`config.mk`:
```
export PLATFORM = sky130hd
export DESIGN_NAME = fpsc_top
export DESIGN_NICKNAME = d
export VERILOG_FILES = /design/src/logic/fpsc_pkg.sv /design/src/logic/fpsc_debounce.sv /design/src/logic/fpsc_top.sv
export SDC_FILE = /design/constraint.sdc
export NUM_CORES = 1
export LEC_CHECK = 0
export BUFFER_PORTS_ARGS = -buffer_cell sky130_fd_sc_hd__buf_2
export CORE_AREA = 2 2 128 130
export DETAILED_ROUTE_END_ITERATION = 8
export DIE_AREA = 0 0 130 132
export PLACE_DENSITY_LB_ADDON = 0.05
export SLEW_MARGIN = 20
export SYNTH_ARGS = -nofsm -noshare
export SYNTH_HDL_FRONTEND = slang
export SYNTH_HIERARCHICAL = 1
export SYNTH_SLANG_ARGS = --single-unit
```
`constraint.sdc`:
```
create_clock -name mclk_in -period 3.35 [get_ports mclk_in]
set_input_delay 1.005 -clock mclk_in [delete_from_list [all_inputs] [get_ports mclk_in]]
set_output_delay 1.005 -clock mclk_in [all_outputs]
set_load 0.005 [all_outputs]
```
`src/logic/fpsc_pkg.sv`:
```
// Constants, field layouts, register map and state codes of the front-panel supervisor.
// Assumes a single 125 MHz system clock; shared by the top level and the debouncer.
`default_nettype none

package fpsc_pkg;

	// ----------------------------------------------------------------
	// Timing
	// ----------------------------------------------------------------
	localparam int unsigned CLK_PERIOD_NS          = 8;
	localparam int unsigned TICK_PERIOD_NS         = 1000000;
	localparam int unsigned TICK_CYCLES_DEF        = TICK_PERIOD_NS / CLK_PERIOD_NS;
	localparam int unsigned TICKS_PER_S            = 1000000000 / TICK_PERIOD_NS;
	localparam int unsigned SETUP_WINDOW_S         = 30;
	localparam int unsigned RESET_PRESS_S          = 3;
	localparam int unsigned SETUP_WINDOW_TICKS_DEF = SETUP_WINDOW_S * TICKS_PER_S;
	localparam int unsigned RESET_PRESS_TICKS_DEF  = RESET_PRESS_S * TICKS_PER_S;
	localparam int          PRESC_W                = 20;
	localparam int          TMR_W                  = 16;
	localparam logic [TMR_W-1:0] DEBOUNCE_TICKS    = 16'h0014;
	localparam logic [TMR_W-1:0] RESET_HOLD_TICKS  = 16'h0064;
	localparam logic [TMR_W-1:0] ACT_PULSE_TICKS   = 16'h001e;
	localparam int          BLINK_BIT              = 8;

	// ----------------------------------------------------------------
	// Register map
	// ----------------------------------------------------------------
	localparam int          ADDR_W        = 8;
	localparam logic [7:0]  ADDR_CTRL     = 8'h00;
	localparam logic [7:0]  ADDR_STATUS   = 8'h04;
	localparam logic [7:0]  ADDR_IRQ_STAT = 8'h08;
	localparam logic [7:0]  ADDR_IRQ_MASK = 8'h0c;
	localparam int          CTRL_OVR_BIT  = 0;
	localparam int          CTRL_SEL_LSB  = 1;
	localparam logic [2:0]  CTRL_RESET    = 3'h0;
	localparam int          IRQ_LOF       = 0;
	localparam int          IRQ_SYNC      = 1;
	localparam int          IRQ_SETUP     = 2;
	localparam int          IRQ_LONGPRESS = 3;
	localparam int          IRQ_W         = 4;
	localparam logic [3:0]  IRQ_MASK_RESET = 4'h0;
	localparam int          STAT_STATE_LSB = 0;
	localparam int          STAT_LOCK_BIT  = 4;
	localparam int          STAT_WIN_BIT   = 5;
	localparam int          STAT_BOOT_BIT  = 6;
	localparam int          STAT_CHAN_LSB  = 8;

	// ----------------------------------------------------------------
	// Types
	// ----------------------------------------------------------------
	typedef enum logic [3:0] {
		FPSC_NORMAL = 4'h1,
		FPSC_SETUP  = 4'h2,
		FPSC_RESET  = 4'h4,
		FPSC_DIAG   = 4'h8
	} fpsc_state_t;

	localparam logic [1:0] CHAN_A = 2'h0;
	localparam logic [1:0] CHAN_B = 2'h1;
	localparam logic [1:0] CHAN_C = 2'h2;

endpackage : fpsc_pkg

`default_nettype wire

```
`src/logic/fpsc_debounce.sv`:
```
// Setup pushbutton conditioner: two-stage synchroniser and tick-based debounce.
// Assumes an active-low button pin and a one-cycle tick from the prescaler.
`default_nettype none

module fpsc_debounce
	import fpsc_pkg::*;
(
	input  wire logic mclk_in,
	input  wire logic resetn_in,
	input  wire logic tick_in,
	input  wire logic button_n_in,
	output var  logic pressed_out
);

	logic             sync1_r;
	logic             sync2_r;
	logic             pressed_r;
	logic             pressed_nxt;
	logic [TMR_W-1:0] stab_cnt_r;
	logic [TMR_W-1:0] stab_cnt_nxt;

	// ----------------------------------------------------------------
	// Debounce
	// ----------------------------------------------------------------
	always_comb begin
		pressed_nxt  = pressed_r;
		stab_cnt_nxt = stab_cnt_r;
		if (!sync2_r == pressed_r) begin
			stab_cnt_nxt = '0;
		end else if (tick_in) begin
			if (stab_cnt_r == DEBOUNCE_TICKS - 1'b1) begin
				pressed_nxt  = !sync2_r;
				stab_cnt_nxt = '0;
			end else begin
				stab_cnt_nxt = stab_cnt_r + 1'b1;
			end
		end
	end

	always_ff @(posedge mclk_in or negedge resetn_in) begin
		if (!resetn_in) begin
			sync1_r    <= 1'b1;
			sync2_r    <= 1'b1;
			pressed_r  <= 1'b0;
			stab_cnt_r <= '0;
		end else begin
			sync1_r    <= button_n_in;
			sync2_r    <= sync1_r;
			pressed_r  <= pressed_nxt;
			stab_cnt_r <= stab_cnt_nxt;
		end
	end

	assign pressed_out = pressed_r;

endmodule : fpsc_debounce

`default_nettype wire

```
`src/logic/fpsc_top.sv`:
```
// Front-panel supervisor: lamps, setup pushbutton, keep-alive, memory arbiter, APB registers.
// Assumes status inputs come from logic on mclk_in; button and jumpers are raw pins.
`default_nettype none

module fpsc_top
	import fpsc_pkg::*;
#(
	parameter int unsigned TICK_CYCLES        = TICK_CYCLES_DEF,
	parameter int unsigned SETUP_WINDOW_TICKS = SETUP_WINDOW_TICKS_DEF,
	parameter int unsigned RESET_PRESS_TICKS  = RESET_PRESS_TICKS_DEF
) (
	input  wire logic              mclk_in,
	input  wire logic              resetn_in,
	input  wire logic              psel_in,
	input  wire logic              penable_in,
	input  wire logic              pwrite_in,
	input  wire logic [ADDR_W-1:0] paddr_in,
	input  wire logic [31:0]       pwdata_in,
	input  wire logic [3:0]        pstrb_in,
	output var  logic [31:0]       prdata_out,
	output var  logic              pready_out,
	output var  logic              pslverr_out,
	input  wire logic              setup_button_n_in,
	input  wire logic              diag_running_in,
	input  wire logic              diag_pass_in,
	input  wire logic              attention_req_in,
	input  wire logic              fault_in,
	input  wire logic              eth_frame_ok_in,
	input  wire logic [1:0]        chan_jumper_in,
	input  wire logic              frame_sync_in,
	input  wire logic              t1_online_in,
	input  wire logic              boot_done_in,
	input  wire logic              di_tx_data_in,
	input  wire logic              cpu0_mem_req_in,
	input  wire logic              cpu1_mem_req_in,
	output var  logic              operator_attention_lamp_out,
	output var  logic              health_lamp_out,
	output var  logic              backplane_activity_lamp_out,
	output var  logic              setup_lamp_out,
	output var  logic [2:0]        chan_lamps_out,
	output var  logic              tributary_frame_lock_lamp_out,
	output var  logic              online_lamp_out,
	output var  logic              di_tx_data_out,
	output var  logic              module_reset_out,
	output var  logic              setup_mode_out,
	output var  logic              console_enable_out,
	output var  logic              mem_grant0_out,
	output var  logic              mem_grant1_out,
	output var  logic              irq_out
);

	localparam logic [PRESC_W-1:0] PRESC_LAST = PRESC_W'(TICK_CYCLES - 1);
	localparam logic [TMR_W-1:0]   WIN_LAST   = TMR_W'(SETUP_WINDOW_TICKS);
	localparam logic [TMR_W-1:0]   PRESS_LAST = TMR_W'(RESET_PRESS_TICKS);

	fpsc_state_t        state_r, state_nxt;
	logic [PRESC_W-1:0] presc_r, presc_nxt;
	logic [TMR_W-1:0]   blink_cnt_r, blink_cnt_nxt;
	logic [TMR_W-1:0]   press_cnt_r, press_cnt_nxt;
	logic [TMR_W-1:0]   win_cnt_r, win_cnt_nxt;
	logic [TMR_W-1:0]   hold_cnt_r, hold_cnt_nxt;
	logic [TMR_W-1:0]   act_cnt_r, act_cnt_nxt;
	logic               pressed_q_r, booted_r, booted_nxt;
	logic               lock_q_r, last_cpu1_r, last_cpu1_nxt;
	logic [1:0]         jmp_s1_r, jmp_s2_r;
	logic               tick, blink, pressed, press_edge, long_press, window_open;
	logic [1:0]         chan_sel;
	logic [2:0]         chan_dec;
	logic [2:0]         ctrl_r, ctrl_nxt;
	logic [IRQ_W-1:0]   irq_stat_r, irq_stat_nxt, irq_mask_r, irq_mask_nxt, irq_ev;
	logic [31:0]        rdata_r, rdata_nxt, status_word;
	logic               setup_ph, access_ph, addr_ok;

	// ----------------------------------------------------------------
	// Button conditioning
	// ----------------------------------------------------------------
	fpsc_debounce u_button (
		.mclk_in     (mclk_in),
		.resetn_in   (resetn_in),
		.tick_in     (tick),
		.button_n_in (setup_button_n_in),
		.pressed_out (pressed)
	);

	// ----------------------------------------------------------------
	// Prescaler, timers and mode sequencer
	// ----------------------------------------------------------------
	assign tick        = (presc_r == PRESC_LAST);
	assign blink       = blink_cnt_r[BLINK_BIT];
	assign press_edge  = pressed && !pressed_q_r;
	assign long_press  = pressed && tick && (press_cnt_r == PRESS_LAST - 1'b1);
	assign window_open = (win_cnt_r != WIN_LAST) && !booted_r;

	always_comb begin
		presc_nxt     = tick ? '0 : presc_r + 1'b1;
		blink_cnt_nxt = tick ? blink_cnt_r + 1'b1 : blink_cnt_r;
		press_cnt_nxt = press_cnt_r;
		win_cnt_nxt   = win_cnt_r;
		hold_cnt_nxt  = hold_cnt_r;
		act_cnt_nxt   = act_cnt_r;
		booted_nxt    = booted_r;
		state_nxt     = state_r;
		if (!pressed) begin
			press_cnt_nxt = '0;
		end else if (tick && press_cnt_r != PRESS_LAST) begin
			press_cnt_nxt = press_cnt_r + 1'b1;
		end
		if (tick && win_cnt_r != WIN_LAST) begin
			win_cnt_nxt = win_cnt_r + 1'b1;
		end
		if (eth_frame_ok_in) begin
			act_cnt_nxt = ACT_PULSE_TICKS;
		end else if (tick && act_cnt_r != '0) begin
			act_cnt_nxt = act_cnt_r - 1'b1;
		end
		if (boot_done_in && state_r != FPSC_RESET) begin
			booted_nxt = 1'b1;
		end
		case (state_r)
			FPSC_NORMAL: begin
				if (press_edge && window_open) begin
					state_nxt = FPSC_SETUP;
				end
			end
			FPSC_DIAG: begin
				if (press_edge && window_open) begin
					state_nxt = FPSC_SETUP;
				end else if (!diag_running_in) begin
					state_nxt = FPSC_NORMAL;
				end
			end
			FPSC_SETUP: begin
				if (boot_done_in) begin
					state_nxt = FPSC_NORMAL;
				end
			end
			FPSC_RESET: begin
				win_cnt_nxt = '0;
				if (tick && hold_cnt_r != RESET_HOLD_TICKS) begin
					hold_cnt_nxt = hold_cnt_r + 1'b1;
				end
				if (hold_cnt_r == RESET_HOLD_TICKS && !pressed) begin
					state_nxt = FPSC_DIAG;
				end
			end
			default: begin
				state_nxt = FPSC_NORMAL;
			end
		endcase
		if (long_press) begin
			state_nxt    = FPSC_RESET;
			hold_cnt_nxt = '0;
			win_cnt_nxt  = '0;
			booted_nxt   = 1'b0;
		end
	end

	always_ff @(posedge mclk_in or negedge resetn_in) begin
		if (!resetn_in) begin
			state_r     <= FPSC_NORMAL;
			presc_r     <= '0;
			blink_cnt_r <= '0;
			press_cnt_r <= '0;
			win_cnt_r   <= '0;
			hold_cnt_r  <= '0;
			act_cnt_r   <= '0;
			booted_r    <= 1'b0;
			pressed_q_r <= 1'b0;
			lock_q_r    <= 1'b1;
		end else begin
			state_r     <= state_nxt;
			presc_r     <= presc_nxt;
			blink_cnt_r <= blink_cnt_nxt;
			press_cnt_r <= press_cnt_nxt;
			win_cnt_r   <= win_cnt_nxt;
			hold_cnt_r  <= hold_cnt_nxt;
			act_cnt_r   <= act_cnt_nxt;
			booted_r    <= booted_nxt;
			pressed_q_r <= pressed;
			lock_q_r    <= frame_sync_in;
		end
	end

	// ----------------------------------------------------------------
	// Lamps and port outputs
	// ----------------------------------------------------------------
	assign chan_sel = ctrl_r[CTRL_OVR_BIT] ? ctrl_r[CTRL_SEL_LSB +: 2] : jmp_s2_r;

	generate
		for (genvar c = 0; c < 3; c++) begin : g_chan
			assign chan_dec[c] = (chan_sel == 2'(c));
		end
	endgenerate

	always_ff @(posedge mclk_in or negedge resetn_in) begin
		if (!resetn_in) begin
			jmp_s1_r                      <= '0;
			jmp_s2_r                      <= '0;
			operator_attention_lamp_out   <= 1'b0;
			health_lamp_out               <= 1'b0;
			backplane_activity_lamp_out   <= 1'b0;
			setup_lamp_out                <= 1'b0;
			chan_lamps_out                <= '0;
			tributary_frame_lock_lamp_out <= 1'b0;
			online_lamp_out               <= 1'b0;
			di_tx_data_out                <= 1'b1;
			module_reset_out              <= 1'b0;
			setup_mode_out                <= 1'b0;
			console_enable_out            <= 1'b1;
		end else begin
			jmp_s1_r                      <= chan_jumper_in;
			jmp_s2_r                      <= jmp_s1_r;
			operator_attention_lamp_out   <= fault_in ? blink : attention_req_in;
			health_lamp_out               <= (state_r == FPSC_RESET) ? blink : diag_pass_in;
			backplane_activity_lamp_out   <= (act_cnt_r != '0);
			setup_lamp_out                <= (state_r == FPSC_SETUP) ||
				((state_r == FPSC_RESET || (state_r == FPSC_DIAG && diag_running_in))
				&& blink);
			chan_lamps_out                <= chan_dec;
			tributary_frame_lock_lamp_out <= frame_sync_in;
			online_lamp_out               <= t1_online_in;
			di_tx_data_out                <= frame_sync_in ? di_tx_data_in : 1'b1;
			module_reset_out              <= (state_nxt == FPSC_RESET);
			setup_mode_out                <= (state_nxt == FPSC_SETUP);
			console_enable_out            <= !booted_nxt;
		end
	end

	// ----------------------------------------------------------------
	// Shared memory arbiter
	// ----------------------------------------------------------------
	always_comb begin
		mem_grant0_out = cpu0_mem_req_in && (!cpu1_mem_req_in || last_cpu1_r);
		mem_grant1_out = cpu1_mem_req_in && !mem_grant0_out;
		last_cpu1_nxt  = mem_grant1_out ? 1'b1 : (mem_grant0_out ? 1'b0 : last_cpu1_r);
	end

	always_ff @(posedge mclk_in or negedge resetn_in) begin
		if (!resetn_in) begin
			last_cpu1_r <= 1'b1;
		end else begin
			last_cpu1_r <= last_cpu1_nxt;
		end
	end

	// ----------------------------------------------------------------
	// APB registers and interrupt
	// ----------------------------------------------------------------
	assign setup_ph  = psel_in && !penable_in;
	assign access_ph = psel_in && penable_in;
	assign addr_ok   = (paddr_in == ADDR_CTRL) || (paddr_in == ADDR_STATUS) ||
		(paddr_in == ADDR_IRQ_STAT) || (paddr_in == ADDR_IRQ_MASK);
	assign pready_out  = 1'b1;
	assign pslverr_out = access_ph && !addr_ok;
	assign prdata_out  = rdata_r;
	assign irq_out     = |(irq_stat_r & irq_mask_r);

	always_comb begin
		status_word = '0;
		status_word[STAT_STATE_LSB +: 4] = state_r;
		status_word[STAT_LOCK_BIT]       = lock_q_r;
		status_word[STAT_WIN_BIT]        = window_open;
		status_word[STAT_BOOT_BIT]       = booted_r;
		status_word[STAT_CHAN_LSB +: 3]  = chan_lamps_out;
		irq_ev = '0;
		irq_ev[IRQ_LOF]       = lock_q_r && !frame_sync_in;
		irq_ev[IRQ_SYNC]      = !lock_q_r && frame_sync_in;
		irq_ev[IRQ_SETUP]     = (state_nxt == FPSC_SETUP) && (state_r != FPSC_SETUP);
		irq_ev[IRQ_LONGPRESS] = long_press;
		ctrl_nxt     = ctrl_r;
		irq_mask_nxt = irq_mask_r;
		irq_stat_nxt = irq_stat_r;
		rdata_nxt    = rdata_r;
		if (setup_ph && !pwrite_in) begin
			case (paddr_in)
				ADDR_CTRL:     rdata_nxt = {29'h0, ctrl_r};
				ADDR_STATUS:   rdata_nxt = status_word;
				ADDR_IRQ_STAT: rdata_nxt = {28'h0, irq_stat_r};
				ADDR_IRQ_MASK: rdata_nxt = {28'h0, irq_mask_r};
				default:       rdata_nxt = '0;
			endcase
		end
		if (access_ph && pwrite_in && pstrb_in[0]) begin
			if (paddr_in == ADDR_CTRL) begin
				ctrl_nxt = pwdata_in[2:0];
			end
			if (paddr_in == ADDR_IRQ_MASK) begin
				irq_mask_nxt = pwdata_in[IRQ_W-1:0];
			end
		end
		if (access_ph && !pwrite_in && paddr_in == ADDR_IRQ_STAT) begin
			irq_stat_nxt = irq_stat_r & ~rdata_r[IRQ_W-1:0];
		end
		irq_stat_nxt = irq_stat_nxt | irq_ev;
	end

	always_ff @(posedge mclk_in or negedge resetn_in) begin
		if (!resetn_in) begin
			ctrl_r     <= CTRL_RESET;
			irq_mask_r <= IRQ_MASK_RESET;
			irq_stat_r <= '0;
			rdata_r    <= '0;
		end else begin
			ctrl_r     <= ctrl_nxt;
			irq_mask_r <= irq_mask_nxt;
			irq_stat_r <= irq_stat_nxt;
			rdata_r    <= rdata_nxt;
		end
	end
endmodule : fpsc_top

`default_nettype wire
```
==> results.py, run 1 <==
metrics = {
    "sta": {
        "report.final.setup_viol": 0,
        "hold_violations": 0,
        "timing_worst_slew_pin_value_ns": 0.978,
        "max-slew-margin-rel_pct": 34.8,
        "timing.final.max_slew_violations": 0,
        "final_worst_path_period_share_pct": 88.9,
        "post-route-min-period_ns": 2.98,
        "grt_setup_unrepaired": "false",
        "clock_skew_after_layout_ns": 0.0109,
        "fmax_mhz": 336,
        "post_route_setup_tns_ns": 0,
    },
    "worst_setup_path": {
        "number_of_cells_on_the_worst_reg_to_reg_path": 9,
        "setup.reg_to_reg.worst_slack_ns": 0.49,
        "rr_endpoint": "u_button/stab_cnt_r[14]",
        "critical_path.max_stage_delay_ns": 0.54,
        "critical_path_class": "in -> out",
        "path_cells": "buf_2, or4_1, nor2_1, nor2_1, buf_2",
        "critPathMaxFanout": 2,
        "timing.critical_path.required_ns": 2.34,
        "timing.rr.start": "presc_r[5]",
        "cp_data_arrival_time_ns": 1.97,
        "worstSetupEndpointType": "output pin",
        "critical-path-slowest-cell": "or4_1",
        "cp-start-kind": "input port",
    },
    "clock_tree": {
        "clock_buffers_created_by_tritoncts": 17,
        "cts.repair.resized": 0,
        "clkLatencyLatePin_ns": 0.42,
        "cts_tree": "yes",
        "clkSlewWorstSetupHoldPaths_ns": 0.07,
        "htreeDepth": 4,
        "post_cts.repair.setup_buffers": 0,
        "clock_tree.buffer_depth": 2,
        "clock_tree.root_cell": "clkbuf_16",
        "cts_hold_buf": 0,
        "number_of_sinks_driven_by_the_clock_tree": 158,
    },
    "floorplanning": {
        "die_footprint_um2": 17200,
        "die_width_um": 130,
        "num_io_pins": 113,
        "die_height_um": 132,
        "core_region_area_um2": 15700,
        "fp-row-count": 46,
        "initial_utilization_pct": 52.2,
    },
    "routing": {
        "vias": 6499,
        "detailed_route_vias_per_instance": 5.79,
        "firstDrtPassIters": 5,
        "post_route_ant_nets": 0,
        "drc": 0,
        "drt_iter0_drc": 457,
        "routedWlPerCell_um": 16.1,
        "routed_wirelength_um": 18000,
    },
    "logic_synthesis": {
        "synth-seq-area-share_pct": 48.3,
        "async_reset_ff_share_pct": 100,
        "post-synth-top-area-cell": "dfrtp_1",
        "post_synth_main_area_contributors": "dfrtp_1, nand2_1, nand4_1, xor2_1, nor2_1",
        "netlist_area_um2": 8200,
        "synth_top_area_share_pct": 46.1,
        "yosys_register_bits": 158,
        "synth_edf_count": 0,
        "netlist-cell-type-count": 65,
        "gate_count_post_synth": 842,
        "syn_avg_cell_area_um2": 9.74,
        "yosysWarningCount": 6,
        "postSynth.topFlopCell": "dfrtp_1",
    },
    "power": {
        "p_int_mw": 3.07,
        "power_leakage_nw": 3.94,
        "clock_power_share_pct": 48.2,
        "switchingPower_uw": 902,
        "netSwitchingFraction_pct": 22.7,
        "power_mw": 3.97,
        "pwr_dens_nw_per_um2": 430,
        "vdd.ir_drop.worst_mv": 0.325,
        "p_comb_share_pct": 3.1,
        "seq_power_share_pct": 48.8,
    },
    "finish": {
        "area_growth_syn_to_layout_pct": 12.6,
        "seqCellArea_um2": 3960,
        "post_route_cells_drive_above_1_share_pct": 15.1,
        "n_antenna_cell": 0,
        "nFillCells": 1353,
        "num-nets-final": 966,
        "total_area_of_multi_input_combinational_cells_um2": 3890,
    },
    "placed_design": {
        "dp_hpwl_um": 12300,
        "placer_s_final_routability_congestion_estimate": 0.865,
        "port_buffers": 58,
    },
    "outcome": {
        "outcome": "finished clean",
    },
    "job": {
        "maxCapViolCount": 0,
    },
    "global_routing": {
        "grt_util_all_layers_pct": 21.8,
        "grt_start_max_net_pins": 67,
        "first_global_vias": 6110,
        "number_of_antenna_violations_at_the_first_check_in_global_routing": 0,
        "grt_overflow": 0,
        "global_route_wire_length_before_repair_um": 30300,
    },
    "min_path": {
        "worstHoldEndpoint": "jmp_s2_r[1]",
        "hold_path_class": "reg -> reg",
        "min_path_cells": 0,
        "min_delay_startpoint": "jmp_s1_r[1]",
    },
}
power by group through the flow:
stage	Clock [mW]	Combinational (mW)	Sequential [mW]
2_1_floorplan	0	0.0662	1.97
6_report	1.91	0.122	1.94
3_5_place_dp	0	0.124	1.97
4_1_cts	1.96	0.125	1.94
3_3_place_gp	0	0.122	1.97
5_1_grt	2.05	0.143	1.94
layer usage:
| metal | wire (um) | track usage, % | vias up |
|---|---|---|---|
| met2 | 8820 | 35.6 | 150 |
| met3 | 742 | 4.59 | 8 |
| met1 | 8330 | 30.4 | 3191 |
| met5 | 0 | 0 | - |
| li1 | - | - | 3150 |
| met4 | 124 | 4.24 | 0 |
worst max-delay path by stage:
stage,startpoint,to,cells after the start
after global placement,paddr_in[5],pslverr_out,5
after floorplan,paddr_in[5],pslverr_out,3
after detailed placement,paddr_in[5],pslverr_out,5
after global routing,presc_r[5],u_button/stab_cnt_r[14],9
after CTS,paddr_in[5],pslverr_out,5
final,paddr_in[5],pslverr_out,5
cell type report:
type	count	share of cell area (%)
Multi-Input combinational cell	616	42.1
Timing Repair Buffer	73	4.56
Inverter	27	1.10
Sequential cell	158	42.9
Clock inverter	12	1.35
Tap cell	216	2.92
Clock buffer	20	5.05
cells in the mapped netlist (3+ instances only):
library cell and instances:
a211oi_1 5, a21oi_1 40, a22o_1 7, a22oi_1 3, a31oi_1 8, a41oi_1 4
and2_1 7, and3_1 16, and4_1 11, buf_2 9, buf_4 23, clkbuf_1 29
dfrtp_1 151, dfstp_2 7, ha_1 10, inv_1 26, mux2_2 10, mux2i_1 14
mux4_2 3, nand2_1 73, nand2b_1 5, nand3_1 42, nand3b_1 4, nand4_1 40
nand4b_1 3, nor2_1 60, nor2b_1 5, nor3_1 14, nor4_1 19, nor4b_1 8
nor4bb_1 4, o211ai_1 4, o21ai_0 39, o21bai_1 7, o31ai_1 15, or3_1 11
or4_1 21, xnor2_1 25, xor2_1 26
cells in the final DEF (no fill, tap or decap), types with 7 or more instances in the layout:
cell type  Yosys  final
dfrtp_1      151    151
nand2_1       73     73
nor2_1        60     60
buf_2          9     57
nand3_1       42     42
nand4_1       40     40
a21oi_1       40     40
o21ai_0       39     39
inv_1         26     26
xor2_1        26     26
xnor2_1       25     25
conb_1         2     23
or4_1         21     21
nor4_1        19     19
clkbuf_16      0     17
and3_1        16     16
o31ai_1       15     15
mux2i_1       14     14
buf_4         23     14
nor3_1        14     13
or3_1         11     11
and4_1        11     11
mux2_2        10     10
ha_1          10     10
nor4b_1        8      8
a31oi_1        8      8
and2_1         7      7
a22o_1         7      7
o21bai_1       7      7
dfstp_2        7      7
per-stage QoR:
step	hold slack, ns	util [%]	cells	setup slack (ns)	area [um^2]
after floorplan	0.331	-	863	0.487	8280
after global placement	0.333	55.0	1090	0.392	8650
after detailed placement	0.336	55.0	1090	0.372	8650
after CTS	0.352	58.8	1122	0.367	9240
after global routing	0.356	58.8	1122	0.251	9240
final	0.349	58.8	1122	0.371	9240
registers in the layout, indices dropped and copies added (netlist names), 2 cells and up:
register,cells
presc_r,20
act_cnt_r,16
hold_cnt_r,16
press_cnt_r,16
u_button/stab_cnt_r,16
win_cnt_r,16
prdata_out,10
blink_cnt_r,9
irq_mask_r,4
irq_stat_r,4
state_r,4
chan_lamps_out,3
ctrl_r,3
jmp_s1_r,2
jmp_s2_r,2
cell families (layout without fill, tap and decap cells):
group                      Yosys count  after routing  share of synthesized area [%]
and+or+nand+nor                    356            356                           23.9
DFF                                158            158                           48.3
AOI/OAI and AO/OA                  148            148                           11.3
buffers and inverters               89            132                           5.26
xor gates and xnor gates            52             52                           5.64
muxes                               27             27                           3.90
adders and majority gates           10             10                           1.53
other                                2             23                         0.0916
worst max-delay path: cells and delay by family:
kind          cells  cell delay (ns)
buf+inv           2             0.21
simple gates      3             0.75
No activity file was read; power rests on OpenSTA's default activity.
==> run 2, diff against run 1 <==
--- a/config.mk
+++ b/config.mk
@@ -6,12 +6,11 @@
 export NUM_CORES = 1
 export LEC_CHECK = 0
 export BUFFER_PORTS_ARGS = -buffer_cell sky130_fd_sc_hd__buf_2
-export CORE_AREA = 2 2 128 130
+export CORE_AREA = 2 2 147 149
 export DETAILED_ROUTE_END_ITERATION = 8
-export DIE_AREA = 0 0 130 132
+export DIE_AREA = 0 0 149 151
 export PLACE_DENSITY_LB_ADDON = 0.05
 export SLEW_MARGIN = 20
 export SYNTH_ARGS = -nofsm -noshare
 export SYNTH_HDL_FRONTEND = slang
-export SYNTH_HIERARCHICAL = 1
 export SYNTH_SLANG_ARGS = --single-unit
==> run 2 against run 1 <==
  * First-iteration DRC count fell by 25%
  * Synthesized cell count fell by 1.7%
  * Register-to-register slack improved by 0.16 ns
  * Global-route usage fell by 4.4 points
  * Clock skew rose by 0.0067 ns
  * Critical path type unchanged
  * Critical path depth did not move
  * Power fell by 3.3%
  * Sequential share of layout area fell by 0.36 points
  * Largest power group unchanged
  * Flip-flop and latch count did not move
  * Clock-buffer cell count did not move
==> results.py, run 2 <==
metrics = {
    "finish": {
        "max_flop_register": "presc_r",
        "area_growth_syn_to_layout_pct": 13.9,
        "n_antenna_cell": 0,
        "stdcell_count": 1184,
        "num-nets-final": 969,
        "largest_register_ffs": 20,
        "layout_common_cells": "dfrtp_1, nor2_1, nand2_1",
        "mostFrequentLayoutCell": "dfrtp_1",
        "layout.core_utilization_pct": 44.7,
        "post_route_cells_drive_above_1_share_pct": 16.6,
        "nFillCells": 2038,
        "post-route-cell-area_um2": 9320,
    },
    "routing": {
        "detailed_route_vias_per_instance": 5.32,
        "routedWlPerCell_um": 15.8,
        "vias": 6299,
        "firstDrtPassIters": 4,
        "post_route_ant_nets": 0,
        "routed_wirelength_um": 18700,
        "drt_iter0_drc": 343,
        "drc": 0,
    },
    "logic_synthesis": {
        "synth.top_cells.by_count": "dfrtp_1, nor2_1, nand2_1, a21oi_1, nand3_1",
        "netlist-cell-type-count": 61,
        "synth-seq-area-share_pct": 48.4,
        "yosys_register_bits": 158,
        "syn_avg_cell_area_um2": 9.88,
        "synth_top_area_share_pct": 46.2,
        "post-synth-top-count-cell": "dfrtp_1",
        "post-synth-top-area-cell": "dfrtp_1",
        "async_reset_ff_share_pct": 100,
        "post_synth_main_area_contributors": "dfrtp_1, xnor2_1, nor2_1, a21oi_1, nand3_1",
        "synth_edf_count": 0,
        "netlist_area_um2": 8180,
        "postSynth.topFlopCell": "dfrtp_1",
        "gate_count_post_synth": 828,
        "yosysWarningCount": 0,
    },
    "worst_setup_path": {
        "critical_path.max_stage_delay_ns": 0.55,
        "timing.rr.start": "act_cnt_r[4]",
        "critPathMaxFanout": 2,
        "worstSetupEndpointType": "output pin",
        "cp-start-kind": "input port",
        "cp_data_arrival_time_ns": 1.98,
        "path_cells": "buf_2, or4_1, nor2_1, nor2_1, buf_2",
        "launch_point_of_the_worst_path": "paddr_in[5]",
        "critical_path_class": "in -> out",
        "cpLargestDelayFamily": "simple AND/OR/NAND/NOR gates",
        "setup.reg_to_reg.worst_slack_ns": 0.65,
        "worstPathBufferInverterCount": 2,
        "critical-path-slowest-cell": "or4_1",
        "timing.critical_path.required_ns": 2.34,
    },
    "floorplanning": {
        "die_height_um": 151,
        "num_io_pins": 113,
        "fp-row-count": 53,
        "die_width_um": 149,
        "initial_utilization_pct": 39.3,
        "core_region_area_um2": 20800,
        "die_footprint_um2": 22500,
    },
    "placed_design": {
        "dp_worst_setup_slack_ns": 0.385,
        "dp_hpwl_um": 13100,
        "port_buffers": 58,
        "placed_cells_incl_taps": 1152,
        "placer_s_final_routability_congestion_estimate": 0.786,
        "placement.cell_area_um2": 8780,
    },
    "sta": {
        "post_route_setup_tns_ns": 0,
        "timing.final.max_slew_violations": 0,
        "clock_skew_after_layout_ns": 0.0176,
        "final.hold.worst_slack_ns": 0.355,
        "fmax_mhz": 335,
        "layout_setup_ws_ns": 0.364,
        "grt_setup_unrepaired": "false",
        "hold_violations": 0,
        "timing_worst_slew_pin_value_ns": 0.896,
        "max-slew-margin-rel_pct": 40.2,
        "final_worst_path_period_share_pct": 89.1,
        "report.final.setup_viol": 0,
        "post-route-min-period_ns": 2.99,
    },
    "min_path": {
        "min_delay_startpoint": "jmp_s1_r[0]",
        "hold_path_class": "reg -> reg",
    },
    "clock_tree": {
        "clock_buffers_created_by_tritoncts": 17,
        "cts.repair.resized": 0,
        "htreeDepth": 4,
        "clock_tree.buffer_depth": 2,
        "cts_hold_buf": 0,
        "clkSlewWorstSetupHoldPaths_ns": 0.06,
        "number_of_sinks_driven_by_the_clock_tree": 158,
        "clkLatencyLatePin_ns": 0.43,
        "clock_tree.root_cell": "clkbuf_16",
        "post_cts.repair.setup_buffers": 0,
        "cts_tree": "yes",
    },
    "global_routing": {
        "grt_overflow": 0,
        "global_route_wire_length_before_repair_um": 31200,
        "first_global_vias": 6223,
        "number_of_antenna_violations_at_the_first_check_in_global_routing": 0,
        "grt_util_all_layers_pct": 17.5,
        "grt_start_max_net_pins": 64,
    },
    "power": {
        "power_mw": 3.84,
        "vdd.ir_drop.worst_mv": 0.304,
        "power_leakage_nw": 3.98,
        "pwr_dens_nw_per_um2": 412,
    },
    "outcome": {
        "outcome": "finished clean",
    },
    "job": {
        "maxCapViolCount": 0,
    },
}
==> run 2: area by class of cell <==
type | instances | area [um^2] | share of cell area [%]
tap | 275 | 344 | 3.69
multi-input combinational | 608 | 3880 | 41.7
sequential | 158 | 3960 | 42.5
inverter | 30 | 113 | 1.21
clock inverter | 12 | 97.6 | 1.05
timing repair buffer | 81 | 482 | 5.17
clock buffer | 20 | 437 | 4.69
==> run 2: final timing paths <==
kind / end / cells after the start
setup / recovery: pslverr_out / 5
hold / removal: jmp_s2_r[0] / 0
setup reg to reg: act_cnt_r[8] / 5
hold reg to reg: jmp_s2_r[0] / 0
max in group asynchronous: u_button.sync2_r / 2
min in group asynchronous: online_lamp_out / 1
==> run 2: kinds of logic after synthesis <==
kind of cell,count (synthesis),synth area share (%)
AOI/OAI and AO/OA,124,9.69
xor gates and xnor gates,53,5.67
adders and majority gates,10,1.53
buffers and inverters,83,5.11
DFF,158,48.4
muxes,26,3.82
other,2,0.0918
and+or+nand+nor,372,25.7
==> run 2: per-layer routing <==
| layer | up-vias | routed length, um | track usage, % |
|---|---|---|---|
| met5 | - | 0 | 0 |
| met4 | 0 | 230 | 6.90 |
| met3 | 16 | 658 | 3.28 |
| met2 | 131 | 9000 | 28.6 |
| met1 | 3073 | 8780 | 23.0 |
| li1 | 3079 | - | - |
==> run 2: where the power goes <==
group | total [mW] | internal [mW] | switching, mW
logic | 0.118 | 0.0401 | 0.0781
clock network | 1.79 | 1.01 | 0.777
registers | 1.93 | 1.92 | 0.00656
==> run 3, diff against run 2 <==
--- a/config.mk
+++ b/config.mk
@@ -6,9 +6,9 @@
 export NUM_CORES = 1
 export LEC_CHECK = 0
 export BUFFER_PORTS_ARGS = -buffer_cell sky130_fd_sc_hd__buf_2
-export CORE_AREA = 2 2 147 149
+export CORE_AREA = 2 2 122 124
 export DETAILED_ROUTE_END_ITERATION = 8
-export DIE_AREA = 0 0 149 151
+export DIE_AREA = 0 0 124 126
 export PLACE_DENSITY_LB_ADDON = 0.05
 export SLEW_MARGIN = 20
 export SYNTH_ARGS = -nofsm -noshare
==> run 3 against run 2 <==
  * Clock-buffer cell count rose by 1
  * Via count rose by 2.9%
  * Largest cell class unchanged
  * Maximum frequency rose by 0.19%
  * Critical endpoint unchanged
==> results.py, run 3 (synthesis gave the netlist of run 2 again) <==
metrics = {
    "outcome": {
        "outcome": "finished clean",
    },
    "global_routing": {
        "grt_overflow": 0,
        "grt_start_max_net_pins": 59,
        "grt_util_all_layers_pct": 24.2,
        "first_global_vias": 6316,
        "number_of_antenna_violations_at_the_first_check_in_global_routing": 0,
        "global_route_wire_length_before_repair_um": 30100,
    },
    "floorplanning": {
        "num_io_pins": 113,
        "die_footprint_um2": 15600,
        "initial_utilization_pct": 57.2,
        "die_height_um": 126,
        "core_region_area_um2": 14300,
        "die_width_um": 124,
        "fp-row-count": 44,
    },
    "clock_tree": {
        "cts_tree": "yes",
        "cts.repair.resized": 0,
        "cts_hold_buf": 0,
        "clkLatencyLatePin_ns": 0.43,
        "number_of_sinks_driven_by_the_clock_tree": 158,
        "htreeDepth": 4,
        "clkSlewWorstSetupHoldPaths_ns": 0.06,
        "clock_tree.root_cell": "clkbuf_16",
        "clock_buffers_created_by_tritoncts": 17,
        "post_cts.repair.setup_buffers": 0,
        "clock_tree.buffer_depth": 2,
    },
    "worst_setup_path": {
        "worstSetupEndpointType": "output pin",
        "critical-path-slowest-cell": "or4_1",
        "critical_path.max_stage_delay_ns": 0.55,
        "cpLargestDelayFamily": "simple AND/OR/NAND/NOR gates",
        "cp_data_arrival_time_ns": 1.98,
        "critical_path_class": "in -> out",
        "critPathMaxFanout": 2,
        "worstPathBufferInverterCount": 2,
        "cp-start-kind": "input port",
        "path_cells": "buf_2, or4_1, nor2_1, nor2_1, buf_2",
        "timing.critical_path.required_ns": 2.34,
    },
    "routing": {
        "drt_iter0_drc": 391,
        "post_route_ant_nets": 0,
        "firstDrtPassIters": 5,
        "routed_wirelength_um": 17600,
        "drc": 0,
        "vias": 6480,
        "detailed_route_vias_per_instance": 5.97,
        "routedWlPerCell_um": 16.2,
    },
    "sta": {
        "report.final.setup_viol": 0,
        "grt_setup_unrepaired": "false",
        "fmax_mhz": 335,
        "hold_violations": 0,
        "timing_worst_slew_pin_value_ns": 0.893,
        "timing.final.max_slew_violations": 0,
        "post-route-min-period_ns": 2.98,
        "max-slew-margin-rel_pct": 40.4,
        "clock_skew_after_layout_ns": 0.0106,
        "final_worst_path_period_share_pct": 89.0,
        "layout_setup_ws_ns": 0.369,
        "post_route_setup_tns_ns": 0,
    },
    "job": {
        "maxCapViolCount": 0,
    },
    "finish": {
        "largest_register_ffs": 20,
        "post-route-cell-area_um2": 9200,
        "layout_common_cells": "dfrtp_1, nor2_1, nand2_1",
        "mostFrequentLayoutCell": "dfrtp_1",
        "area_growth_syn_to_layout_pct": 12.4,
        "layout.core_utilization_pct": 64.2,
        "post_route_cells_drive_above_1_share_pct": 16.1,
        "n_antenna_cell": 0,
        "nFillCells": 1192,
        "max_flop_register": "presc_r",
        "num-nets-final": 962,
    },
    "placed_design": {
        "dp_hpwl_um": 12200,
        "port_buffers": 58,
        "placer_s_final_routability_congestion_estimate": 0.818,
        "placement.cell_area_um2": 8620,
        "dp_worst_setup_slack_ns": 0.375,
    },
    "min_path": {
        "hold_path_class": "reg -> reg",
    },
    "power": {
        "vdd.ir_drop.worst_mv": 0.365,
        "pwr_dens_nw_per_um2": 428,
        "power_leakage_nw": 3.95,
    },
}
==> run 3: per-stage QoR <==
stage / hold WS [ns] / std cells / power (mW)
after floorplan: 0.331 / 849 / 2.02
after global placement: 0.332 / 1054 / 2.08
after detailed placement: 0.343 / 1054 / 2.08
after CTS: 0.353 / 1086 / 3.97
after global routing: 0.360 / 1086 / 4.08
final: 0.352 / 1086 / 3.93
==> run 3: cell type report <==
cell class,count,area (um^2),area share (%)
sequential,158,3960,43.1
multi-input combinational,608,3880,42.2
clock buffer,21,460,5.01
timing repair buffer,74,429,4.67
tap,184,230,2.50
clock inverter,11,118,1.28
inverter,30,113,1.22
==> run 3: path summary, 6_finish.rpt <==
check                                    from            to  slack, ns  depth (start not counted)
worst max-delay path              paddr_in[5]   pslverr_out       0.37                          5
worst max register to register  act_cnt_r[12]  act_cnt_r[7]       0.57                          5
max in group asynchronous           resetn_in    state_r[0]       2.02                          2
worst min-delay path              jmp_s1_r[0]   jmp_s2_r[0]       0.35                          0
worst min register to register    jmp_s1_r[0]   jmp_s2_r[0]       0.35                          0
min in group asynchronous           resetn_in  win_cnt_r[3]       0.53                          1
==> run 3: report_power, final <==
group          internal (mW)  switching [mW]  leakage, nW  total, mW
Combinational         0.0385          0.0748         1.58      0.113
Clock                   1.13           0.760        0.271       1.89
Sequential              1.92         0.00690         2.10       1.93
Total                   3.09           0.842         3.95       3.93
==> run 3: routing by layer <==
layer	global-route usage, %	wire length (um)	vias up
met5	0	0	-
li1	-	-	3072
met1	31.7	7810	3226
met4	8.20	278	0
met3	5.03	740	26
met2	40.1	8800	156
